## src/hw/pod_adapter_pkg.sv

```systemverilog
// Purpose: Shared constants and types for the pod RAM run and target bus adapter
// Assumes: 50 MHz single clock, asynchronous active-low reset
// Notes: Addresses are the troubleshooter's own address space
package pod_adapter_pkg;

	// ************************************************
	// Clock and timing
	// ************************************************
	localparam int CLOCK_NS = 20;
	localparam int EXT_CYCLE_NS = 1875;
	localparam int AS_START_NS = 40;
	localparam int AS_END_NS = 400;
	localparam int ADDR_END_NS = 600;
	localparam int DS_START_NS = 800;
	localparam int DS_END_NS = 1700;
	localparam int HOST_RESET_NS = 1000;
	// Longest cycle rounds down, phase edges round up
	localparam int EXT_CYCLES = EXT_CYCLE_NS / CLOCK_NS;
	localparam int AS_START = (AS_START_NS + CLOCK_NS - 1) / CLOCK_NS;
	localparam int AS_END = (AS_END_NS + CLOCK_NS - 1) / CLOCK_NS;
	localparam int ADDR_END = (ADDR_END_NS + CLOCK_NS - 1) / CLOCK_NS;
	localparam int DS_START = (DS_START_NS + CLOCK_NS - 1) / CLOCK_NS;
	localparam int DS_END = (DS_END_NS + CLOCK_NS - 1) / CLOCK_NS;
	localparam int HOST_RESET_CYCLES = (HOST_RESET_NS + CLOCK_NS - 1) / CLOCK_NS;
	localparam int CNT_W = 7;

	// ************************************************
	// Address map
	// ************************************************
	localparam logic [15:0] ADDR_P1 = 16'h2000;
	localparam logic [15:0] ADDR_P2 = 16'h2001;
	localparam logic [15:0] ADDR_MODE = 16'h2002;
	localparam logic [15:0] ADDR_P0L = 16'h2004;
	localparam logic [15:0] ADDR_P0H = 16'h2005;
	localparam logic [15:0] ADDR_P3L = 16'h2006;
	localparam logic [15:0] ADDR_P3H = 16'h2007;
	localparam logic [3:0] PMEM_TOP = 4'h0;
	localparam logic [7:0] DMEM_PAGE = 8'h11;
	localparam logic [7:0] RAM_PAGE = 8'h30;
	localparam int RAM_DEPTH = 256;

	// ************************************************
	// Mode register and reset values
	// ************************************************
	localparam int MODE_DM_BIT = 0;
	localparam int MODE_READBACK_BIT = 4;
	localparam logic [7:0] MODE_RESET = 8'h00;
	localparam logic [7:0] P2_RESET = 8'hff;
	localparam logic [7:0] PORT_RESET = 8'h00;

	// ************************************************
	// Host port numbers
	// ************************************************
	localparam logic [2:0] HPORT_P1 = 3'h1;
	localparam logic [2:0] HPORT_P2 = 3'h2;
	localparam logic [2:0] HPORT_X4 = 3'h4;
	localparam logic [2:0] HPORT_X5 = 3'h5;
	localparam logic [2:0] HPORT_X6 = 3'h6;
	localparam logic [2:0] HPORT_X7 = 3'h7;

	typedef enum logic [3:0] {
		TGT_NONE, TGT_PMEM, TGT_DMEM, TGT_P1, TGT_P2, TGT_MODE,
		TGT_P0L, TGT_P0H, TGT_P3L, TGT_P3H, TGT_RAM
	} target_t;

	typedef enum logic [1:0] {ST_IDLE, ST_RAM, ST_EXT, ST_RESET} state_t;

endpackage

```

## src/hw/pin_sync.sv

```systemverilog
// Purpose: Two-stage synchroniser for pin inputs
// Assumes: Inputs are asynchronous to i_clock
// Notes: First stage feeds only the second
module pin_sync #(
	parameter int WIDTH = 8
) (
	input wire logic i_clock,
	input wire logic i_nrst,
	input wire logic [WIDTH-1:0] i_pins,
	output logic [WIDTH-1:0] o_pins
);
	logic [WIDTH-1:0] meta_ff;
	logic [WIDTH-1:0] stable_ff;

	always_ff @(posedge i_clock or negedge i_nrst) begin
		if (!i_nrst) begin
			meta_ff <= '0;
			stable_ff <= '0;
		end else begin
			meta_ff <= i_pins;
			stable_ff <= meta_ff;
		end
	end

	assign o_pins = stable_ff;
endmodule

```

## src/hw/pod_ram.sv

```systemverilog
// Purpose: Executable pod RAM, one byte per address
// Assumes: Synchronous write and registered read
// Notes: Contents are undefined after power-up
module pod_ram #(
	parameter int DEPTH = 256
) (
	input wire logic i_clock,
	input wire logic i_nrst,
	input wire logic i_we,
	input wire logic [$clog2(DEPTH)-1:0] i_addr,
	input wire logic [7:0] i_wdata,
	output logic [7:0] o_rdata
);
	logic [7:0] mem [DEPTH];
	logic [7:0] rdata_ff;

	// Array carries no reset so it maps onto block memory
	always_ff @(posedge i_clock) begin
		if (i_we) begin
			mem[i_addr] <= i_wdata;
		end
	end

	always_ff @(posedge i_clock or negedge i_nrst) begin
		if (!i_nrst) begin
			rdata_ff <= 8'h00;
		end else begin
			rdata_ff <= mem[i_addr];
		end
	end

	assign o_rdata = rdata_ff;
endmodule

```

## src/hw/pod_ram_run_and_target_bus_adapter.sv

```systemverilog
// Purpose: Emulated target bus and ports driven from troubleshooter or run-mode host
// Assumes: Requests come from same-clock logic; target pins are asynchronous
// Notes: Run mode is a level; each edge of it resets the host
//
// Summary of operation
// - A 256-byte pod RAM is written and read back at troubleshooter addresses 3000-30FF.
// - In run mode the host's fetches at 0000-00FF are served from the pod RAM.
// - Pod programs are host machine code; the adapter never executes target instructions.
// - In run mode emulated port 1 carries fetches and must not serve as a static port.
// - Run start resets the host and returns every emulated port to input mode.
// - Run end resets the host again; ports and mode must then be set up anew.
// - Expander ports 4 and 5 map to port 0 nibbles, ports 6 and 7 to port 3 nibbles.
// - Host port 1 maps to emulated port 2, host port 2 to the mode register, serial to test input.
// - An external memory cycle lasts one target cycle, 1.875 us per cycle.
// - Data-space and write selects are asserted only inside the transfer strobe pulse.
// - Program fetches leave data-space and write selects deasserted.
// - Probe sync pulses mark both the address phase and the data phase.
// - External cycles multiplex port 1 with strobes on own pins; port 0 keeps its static data, no high address is driven.
// - Data-space select goes low when enabled and write select only for writes.
module pod_ram_run_and_target_bus_adapter
	import pod_adapter_pkg::*;
(
	input wire logic i_clock,
	input wire logic i_nrst,
	input wire logic i_run_pod_program,
	input wire logic i_ts_valid,
	input wire logic i_ts_write,
	input wire logic [15:0] i_ts_addr,
	input wire logic [7:0] i_ts_wdata,
	output logic o_ts_ready,
	output logic o_ts_done,
	input wire logic i_host_valid,
	input wire logic i_host_fetch,
	input wire logic i_host_write,
	input wire logic [7:0] i_host_addr,
	input wire logic [2:0] i_host_port,
	input wire logic [7:0] i_host_wdata,
	output logic o_host_ready,
	output logic o_host_done,
	output logic o_host_reset_n,
	output logic o_host_test_input,
	output logic [7:0] o_rdata,
	input wire logic [7:0] i_port0,
	output logic [7:0] o_port0,
	output logic [7:0] o_port0_oe,
	input wire logic [7:0] i_port1,
	output logic [7:0] o_port1,
	output logic o_port1_oe,
	input wire logic [7:0] i_port2,
	output logic [7:0] o_port2,
	output logic [7:0] o_port2_oe,
	input wire logic [3:0] i_port3_low,
	input wire logic [3:0] i_port3_high,
	output logic [3:0] o_port3_high,
	output logic o_port3_high_oe,
	input wire logic i_serial_in_line,
	output logic o_address_strobe_n,
	output logic o_transfer_strobe_n,
	output logic o_data_space_select_n,
	output logic o_write_select_n,
	output logic o_probe_sync
);
	// ************************************************
	// Decoding
	// ************************************************
	function automatic target_t decode_target(input logic [15:0] addr);
		target_t t;
		t = TGT_NONE;
		if (addr[15:12] == PMEM_TOP) t = TGT_PMEM;
		else if (addr[15:8] == DMEM_PAGE) t = TGT_DMEM;
		else if (addr[15:8] == RAM_PAGE) t = TGT_RAM;
		else if (addr == ADDR_P1) t = TGT_P1;
		else if (addr == ADDR_P2) t = TGT_P2;
		else if (addr == ADDR_MODE) t = TGT_MODE;
		else if (addr == ADDR_P0L) t = TGT_P0L;
		else if (addr == ADDR_P0H) t = TGT_P0H;
		else if (addr == ADDR_P3L) t = TGT_P3L;
		else if (addr == ADDR_P3H) t = TGT_P3H;
		return t;
	endfunction

	// Host I/O instructions land on the same targets as troubleshooter addresses
	function automatic logic [15:0] host_port_addr(input logic [2:0] port);
		logic [15:0] a;
		a = 16'hffff;
		case (port)
			HPORT_P1: a = ADDR_P2;
			HPORT_P2: a = ADDR_MODE;
			HPORT_X4: a = ADDR_P0L;
			HPORT_X5: a = ADDR_P0H;
			HPORT_X6: a = ADDR_P3L;
			HPORT_X7: a = ADDR_P3H;
			default: a = 16'hffff;
		endcase
		return a;
	endfunction

	// ************************************************
	// Pin synchronisers
	// ************************************************
	logic [32:0] pins_raw;
	logic [32:0] pins_s;
	logic [7:0] p0_s;
	logic [7:0] p1_s;
	logic [7:0] p2_s;
	logic [3:0] p3l_s;
	logic [3:0] p3h_s;
	logic serial_s;

	assign pins_raw = {i_serial_in_line, i_port3_high, i_port3_low, i_port2, i_port1, i_port0};
	pin_sync #(.WIDTH(33)) u_sync (
		.i_clock(i_clock),
		.i_nrst(i_nrst),
		.i_pins(pins_raw),
		.o_pins(pins_s)
	);
	assign {serial_s, p3h_s, p3l_s, p2_s, p1_s, p0_s} = pins_s;
	assign o_host_test_input = serial_s;

	// ************************************************
	// State
	// ************************************************
	state_t state_ff, nxt_state;
	logic [CNT_W-1:0] cnt_ff, nxt_cnt;
	logic run_ff, nxt_run;
	logic from_host_ff, nxt_from_host;
	logic done_ff, nxt_done;
	logic [7:0] rdata_ff, nxt_rdata;
	logic ext_data_ff, nxt_ext_data;
	logic ext_wr_ff, nxt_ext_wr;
	logic [7:0] ext_addr_ff, nxt_ext_addr;
	logic [7:0] ext_wdata_ff, nxt_ext_wdata;
	logic [7:0] mode_ff, nxt_mode;
	logic [7:0] p0_out_ff, nxt_p0_out;
	logic [1:0] p0_oe_ff, nxt_p0_oe;
	logic [7:0] p1_out_ff, nxt_p1_out;
	logic p1_oe_ff, nxt_p1_oe;
	logic [7:0] p2_out_ff, nxt_p2_out;
	logic [3:0] p3h_out_ff, nxt_p3h_out;
	logic p3h_oe_ff, nxt_p3h_oe;

	logic req_valid, req_write, accept, readback;
	logic [15:0] req_addr;
	logic [7:0] req_wdata, ram_q;
	target_t tgt;
	logic in_ext, as_win, ds_win, addr_win, dat_win;

	// run mode serves only host requests, bus carries fetches
	assign req_valid = run_ff ? i_host_valid : i_ts_valid;
	assign req_write = run_ff ? (i_host_write & ~i_host_fetch) : i_ts_write;
	// host fetch relocated into pod RAM, host code runs as is
	assign req_addr = !run_ff ? i_ts_addr :
		(i_host_fetch ? {RAM_PAGE, i_host_addr} : host_port_addr(i_host_port));
	assign req_wdata = run_ff ? i_host_wdata : i_ts_wdata;
	assign tgt = decode_target(req_addr);
	assign o_ts_ready = (state_ff == ST_IDLE) && !run_ff && (i_run_pod_program == run_ff);
	assign o_host_ready = (state_ff == ST_IDLE) && run_ff && (i_run_pod_program == run_ff);
	assign accept = req_valid && (run_ff ? o_host_ready : o_ts_ready);
	assign readback = mode_ff[MODE_READBACK_BIT];

	// pod RAM loaded and read back
	pod_ram #(.DEPTH(RAM_DEPTH)) u_ram (
		.i_clock(i_clock),
		.i_nrst(i_nrst),
		.i_we(accept && (tgt == TGT_RAM) && req_write),
		.i_addr(req_addr[7:0]),
		.i_wdata(req_wdata),
		.o_rdata(ram_q)
	);

	// ************************************************
	// Control next state
	// ************************************************
	always_comb begin
		nxt_state = state_ff;
		nxt_cnt = cnt_ff;
		nxt_run = run_ff;
		nxt_from_host = from_host_ff;
		nxt_done = 1'b0;
		nxt_rdata = rdata_ff;
		nxt_ext_data = ext_data_ff;
		nxt_ext_wr = ext_wr_ff;
		nxt_ext_addr = ext_addr_ff;
		nxt_ext_wdata = ext_wdata_ff;
		nxt_mode = mode_ff;
		nxt_p0_out = p0_out_ff;
		nxt_p0_oe = p0_oe_ff;
		nxt_p1_out = p1_out_ff;
		nxt_p1_oe = p1_oe_ff;
		nxt_p2_out = p2_out_ff;
		nxt_p3h_out = p3h_out_ff;
		nxt_p3h_oe = p3h_oe_ff;
		case (state_ff)
			ST_IDLE: begin
				if (i_run_pod_program != run_ff) begin
					// host reset on both edges, ports back to input
					nxt_run = i_run_pod_program;
					nxt_state = ST_RESET;
					nxt_cnt = '0;
					nxt_mode = MODE_RESET;
					nxt_p0_oe = 2'b00;
					nxt_p1_oe = 1'b0;
					nxt_p2_out = P2_RESET;
					nxt_p3h_oe = 1'b0;
				end else if (accept) begin
					nxt_from_host = run_ff;
					nxt_done = 1'b1;
					case (tgt)
						TGT_RAM: begin
							nxt_done = 1'b0;
							nxt_state = ST_RAM;
						end
						TGT_PMEM, TGT_DMEM: begin
							// low address on bus, page not driven, port 0 keeps its static data
							nxt_done = 1'b0;
							nxt_state = ST_EXT;
							nxt_cnt = '0;
							nxt_ext_data = (tgt == TGT_DMEM);
							nxt_ext_wr = (tgt == TGT_DMEM) && req_write;
							nxt_ext_addr = req_addr[7:0];
							nxt_ext_wdata = req_wdata;
						end
						TGT_P1: begin
							if (req_write) begin
								nxt_p1_out = req_wdata;
								nxt_p1_oe = 1'b1;
							end else begin
								nxt_rdata = p1_s;
							end
						end
						// host port 1 is emulated port 2, open-drain style
						TGT_P2: begin
							if (req_write) nxt_p2_out = req_wdata;
							else nxt_rdata = p2_s;
						end
						TGT_MODE: begin
							if (req_write) nxt_mode = req_wdata;
							else nxt_rdata = mode_ff;
						end
						// expander ports onto port 0 and port 3 nibbles
						TGT_P0L: begin
							if (req_write) begin
								nxt_p0_out[3:0] = req_wdata[3:0];
								nxt_p0_oe[0] = 1'b1;
							end else begin
								nxt_rdata = {4'h0, p0_s[3:0]};
								if (!readback) nxt_p0_oe[0] = 1'b0;
							end
						end
						TGT_P0H: begin
							if (req_write) begin
								nxt_p0_out[7:4] = req_wdata[3:0];
								nxt_p0_oe[1] = 1'b1;
							end else begin
								nxt_rdata = {4'h0, p0_s[7:4]};
								if (!readback) nxt_p0_oe[1] = 1'b0;
							end
						end
						TGT_P3L: begin
							if (!req_write) nxt_rdata = {4'h0, p3l_s};
						end
						TGT_P3H: begin
							if (req_write) begin
								nxt_p3h_out = req_wdata[3:0];
								nxt_p3h_oe = 1'b1;
							end else begin
								nxt_rdata = {4'h0, readback ? p3h_s : p3h_out_ff};
							end
						end
						default: nxt_rdata = 8'hff;
					endcase
				end
			end
			ST_RAM: begin
				nxt_rdata = ram_q;
				nxt_done = 1'b1;
				nxt_state = ST_IDLE;
			end
			ST_EXT: begin
				nxt_cnt = cnt_ff + 1'b1;
				if (cnt_ff == CNT_W'(DS_END - 1) && !ext_wr_ff) nxt_rdata = p1_s;
				if (cnt_ff == CNT_W'(EXT_CYCLES - 1)) begin
					nxt_state = ST_IDLE;
					nxt_done = 1'b1;
					// External access clears any static port 1 data
					nxt_p1_oe = 1'b0;
					nxt_p1_out = PORT_RESET;
				end
			end
			ST_RESET: begin
				nxt_cnt = cnt_ff + 1'b1;
				if (cnt_ff == CNT_W'(HOST_RESET_CYCLES - 1)) nxt_state = ST_IDLE;
			end
			default: nxt_state = ST_IDLE;
		endcase
	end

	always_ff @(posedge i_clock or negedge i_nrst) begin
		if (!i_nrst) begin
			state_ff <= ST_IDLE;
			cnt_ff <= '0;
			run_ff <= 1'b0;
			from_host_ff <= 1'b0;
			done_ff <= 1'b0;
			rdata_ff <= 8'h00;
			ext_data_ff <= 1'b0;
			ext_wr_ff <= 1'b0;
			ext_addr_ff <= 8'h00;
			ext_wdata_ff <= 8'h00;
			mode_ff <= MODE_RESET;
			p0_out_ff <= PORT_RESET;
			p0_oe_ff <= 2'b00;
			p1_out_ff <= PORT_RESET;
			p1_oe_ff <= 1'b0;
			p2_out_ff <= P2_RESET;
			p3h_out_ff <= 4'h0;
			p3h_oe_ff <= 1'b0;
		end else begin
			state_ff <= nxt_state;
			cnt_ff <= nxt_cnt;
			run_ff <= nxt_run;
			from_host_ff <= nxt_from_host;
			done_ff <= nxt_done;
			rdata_ff <= nxt_rdata;
			ext_data_ff <= nxt_ext_data;
			ext_wr_ff <= nxt_ext_wr;
			ext_addr_ff <= nxt_ext_addr;
			ext_wdata_ff <= nxt_ext_wdata;
			mode_ff <= nxt_mode;
			p0_out_ff <= nxt_p0_out;
			p0_oe_ff <= nxt_p0_oe;
			p1_out_ff <= nxt_p1_out;
			p1_oe_ff <= nxt_p1_oe;
			p2_out_ff <= nxt_p2_out;
			p3h_out_ff <= nxt_p3h_out;
			p3h_oe_ff <= nxt_p3h_oe;
		end
	end

	// ************************************************
	// Pin outputs
	// ************************************************
	assign in_ext = (state_ff == ST_EXT);
	assign as_win = in_ext && cnt_ff >= CNT_W'(AS_START) && cnt_ff < CNT_W'(AS_END);
	assign ds_win = in_ext && cnt_ff >= CNT_W'(DS_START) && cnt_ff < CNT_W'(DS_END);
	assign addr_win = in_ext && cnt_ff < CNT_W'(ADDR_END);
	assign dat_win = ds_win && ext_wr_ff;
	// strobes rest high outside external cycles
	assign o_address_strobe_n = ~as_win;
	assign o_transfer_strobe_n = ~ds_win;
	// selects only in strobe of data cycles
	assign o_data_space_select_n = ~(ds_win && ext_data_ff && mode_ff[MODE_DM_BIT]);
	assign o_write_select_n = ~(ds_win && ext_wr_ff);
	// pulse at close of each phase
	assign o_probe_sync = in_ext && (cnt_ff == CNT_W'(AS_END) || cnt_ff == CNT_W'(DS_END));
	assign o_port1 = addr_win ? ext_addr_ff : (dat_win ? ext_wdata_ff : p1_out_ff);
	assign o_port1_oe = addr_win || dat_win || (!in_ext && p1_oe_ff);
	assign o_port0 = p0_out_ff;
	assign o_port0_oe = {{4{p0_oe_ff[1]}}, {4{p0_oe_ff[0]}}};
	// Port 2 only pulls low; written ones leave the line as input
	assign o_port2 = p2_out_ff;
	assign o_port2_oe = ~p2_out_ff;
	assign o_port3_high = p3h_out_ff;
	assign o_port3_high_oe = p3h_oe_ff;
	assign o_host_reset_n = (state_ff != ST_RESET);
	assign o_rdata = rdata_ff;
	assign o_ts_done = done_ff && !from_host_ff;
	assign o_host_done = done_ff && from_host_ff;

	// ************************************************
	// Assertions
	// ************************************************
	localparam int ext_len_c = EXT_CYCLES;
	localparam int ds_len_c = DS_END - DS_START;
endmodule

```

## config.mk

```make
export PLATFORM = sky130hd
export DESIGN_NAME = pod_ram_run_and_target_bus_adapter
export DESIGN_NICKNAME = d
export VERILOG_FILES = /design/src/hw/pod_adapter_pkg.sv /design/src/hw/pin_sync.sv /design/src/hw/pod_ram.sv /design/src/hw/pod_ram_run_and_target_bus_adapter.sv
export SDC_FILE = /design/constraint.sdc
export NUM_CORES = 2
export LEC_CHECK = 0
export BUFFER_PORTS_ARGS = -buffer_cell sky130_fd_sc_hd__clkbuf_2
export CORE_MARGIN = 5
export CORE_UTILIZATION = 30
export CTS_BUF_LIST = sky130_fd_sc_hd__clkbuf_16
export DETAILED_ROUTE_END_ITERATION = 10
export HOLD_SLACK_MARGIN = 0.02
export PLACE_DENSITY = 0.4
export SYNTH_ARGS = -nofsm -noshare
export SYNTH_HDL_FRONTEND = slang
export SYNTH_SLANG_ARGS = --single-unit
```

## constraint.sdc

```tcl
create_clock -name i_clock -period 8.65 [get_ports i_clock]
set_input_delay 1.73 -clock i_clock [delete_from_list [all_inputs] [get_ports i_clock]]
set_output_delay 1.73 -clock i_clock [all_outputs]
set_load 0.1 [all_outputs]
```

==> results.ini <==
[layout]
final_cell_area_sq_um = 95800
fillers = 25904
area_growth_syn_to_layout_pct = 16.6
final_nets = 5362
regArea_sq_um = 65300
multi_input_area_sq_um = 15500
drive_above_1_share_pct = 14.0
fin_util_pct = 35.1

[floorplanning]
start_util_pct = 30.1
coreArea_sq_um = 273000
die_h_um = 533
fp-row-count = 192
die_x_um = 533
io_pins = 149
dieArea_sq_um = 284000

[worst_setup_path]
startpoint_type = register
max_stage_delay_ps = 1170
critPathRequiredTime_ps = 9420
cp_max_fo = 42
crit_slowest_cell = o41ai_1
crit_path_end_kind = register
crit_path_frequent_cell = a21oi_1
cp_cell_sequence = inv_1, a211oi_2, nor2_1, nand2_4, buf_12, a21oi_1, o41ai_1, a21oi_1, or3_1, or4_1
crit_type = reg2reg
worstPathArrival_ps = 6940

[logic_synthesis]
syn-instance-count = 5058
synth_edf_count = 2048
syn_nets = 5151
ys_seq_elements = 2200
synthesis.area_sq_um = 82100
ys.flop_type = edfxtp_1
netlist_top_cells_count = 2048 x edfxtp_1, 516 x a222oi_1, 499 x a21oi_1
yosys_warnings = 0
synth_area_leaders = edfxtp_1 75%, a222oi_1 6.3%, dfrtp_1 4.4%
synth-async-reset-ratio_pct = 6.91
yosysSeqAreaShare_pct = 79.6
synth_cell_types = 69
yosysTopAreaCell = edfxtp_1
synth.most_common_cell = edfxtp_1
syn_area_per_cell_sq_um = 16.2
yosysTopAreaCellShare_pct = 74.9

[drt]
via_per_inst = 5.46
drt_wl_total_um = 284000
drtIter0Drc = 6945
drc = 0
drtPass1Iterations = 10
drtAntennaViolNets = 0
wl_per_cell_um = 31.3
num_vias = 49466

[place]
gp_congestion = 0.779
io_buffers = 148
place_area_sq_um = 88000
place_hpwl_um = 169000

[grt]
antenna_found_initial = 14
grt_use_total_pct = 19.3
grt-ovfl-total = 0
grt_max_degree = 162
grt_first_pass_wirelength_um = 396000
grt_pass1_vias = 48612

[clocking]
h-tree-depth = 4
post_cts_resized = 0
clockRootBuffer = clkbuf_16
clock_sinks = 2200
cts_tree = yes
clkTransAtPathRegs_ps = 60
cts_buffers = 241
ctsHoldBuffers = 0
clock_latency_ps = 900
cts_setup_buffers = 0
clockBufferDepth = 4

[power_and_ir_drop]
power_density_nw_per_um2 = 245
totalPowerFinal_uw = 23400
power.leakage_uw = 0.0301
irDropWorstVdd_mv = 0.175

[timing]
slew_headroom_pct = 10.2
worst_pin_slew_ps = 1330
tns_ps = 0
setup_violations = 0
fin_crit_ps = 6170
max_clock_freq_ghz = 0.162
skew_ps = 56.7
maxSlewViolCount = 0
finalCritPeriodShare_pct = 71.3
hold_violations = 0
rsz0062_at_grt = no
holdWs_ps = 344

[run_status]
status = complete, no violations

[job]
max_cap_violations = 0

[hold_path]
hp-class = reg2reg

## placed cells by master, fill, tap and decap left out, types with 24 or more instances in the layout
cell type	n
nand3_1	127
a21boi_0	42
o21ai_0	57
clkbuf_2	147
edfxtp_1	2048
nor2_1	326
clkinv_1	61
a21oi_1	499
o22ai_1	35
clkbuf_16	248
a222oi_1	516
buf_4	167
mux2i_1	24
inv_1	71
dfrtp_1	143
buf_12	28
nand2_1	452
bufinv_16	25
o41ai_1	77
clkinv_2	43
## where the power goes
part           total [uW]  switching, uW  internal [uW]
Sequential          11700           40.4          11700
Clock               10100           4230           5890
Combinational        1610           1220            396
Total               23400           5490          17900
## per-stage QoR
step                std cells  setup slack, ps
floorplan                5058             3000
global placement         8612             1130
detailed placement       8615             1780
CTS                      9051             2650
global route             9052             2510
finish                   9057             2480
## sequential cells by signal (all words and copies together) (netlist names), 2 cells and up
signal / count
o_port3_high: 4
ext_addr_ff: 8
u_sync.meta_ff: 33
o_rdata: 8
o_port2: 8
o_port0: 8
u_ram.o_rdata: 8
cnt_ff: 7
p0_oe_ff: 2
p1_out_ff: 8
mode_ff: 8
ext_wdata_ff: 8
state_ff: 2
u_sync.o_pins: 33
u_ram.mem: 2048
## worst max-delay path, delay by kind of cell, from the launching register on
family,cells,cell delay [ps]
DFF,1,980
and+or+nand+nor,4,1930
buffers and inverters,2,690
AOI/OAI and AO/OA,4,2360
## worst paths after layout
check | from | end | slack (ps) | cells after the start
max | run_ff | u_ram.o_rdata[3] | 2480 | 10
min | u_sync.meta_ff[19] | u_sync.o_pins[19] | 340 | 0
max reg2reg | run_ff | u_ram.o_rdata[3] | 2480 | 10
min reg2reg | u_sync.meta_ff[19] | u_sync.o_pins[19] | 340 | 0
max in group asynchronous | i_nrst | run_ff | 6180 | 2
min in group asynchronous | i_nrst | u_ram.o_rdata[6] | 940 | 1
## final cells by class
class | instances | share of cell area (%)
flip-flops and latches | 2200 | 68.2
clock buffers | 248 | 6.48
inverters | 35 | 0.200
repair buffers | 343 | 2.67
diodes | 6 | 0.0157
clock inverters | 188 | 1.59
well taps | 3589 | 4.69
multi-input cells | 2448 | 16.1
## kinds of logic (layout without fill, tap and decap cells)
family	Yosys count	count (layout)	synth area share, %
flip-flops	2200	2200	79.6
AO/OA/AOI/OAI	1360	1360	12.5
AND/OR/NAND/NOR	1037	1037	5.29
buffers and inverters	410	814	2.02
multiplexers	39	39	0.498
adder cells (fa/ha/maj)	9	9	0.137
XOR/XNOR	3	3	0.0320
other	0	6	0
## routing by layer
| layer | wire, um | GRT usage (%) |
|---|---|---|
| met3 | 20000 | 2.82 |
| met2 | 130000 | 30.0 |
| met4 | 7880 | 5.41 |
| met5 | 22 | 0 |
| met1 | 126000 | 28.1 |
No activity file was read; power rests on OpenSTA's default activity.
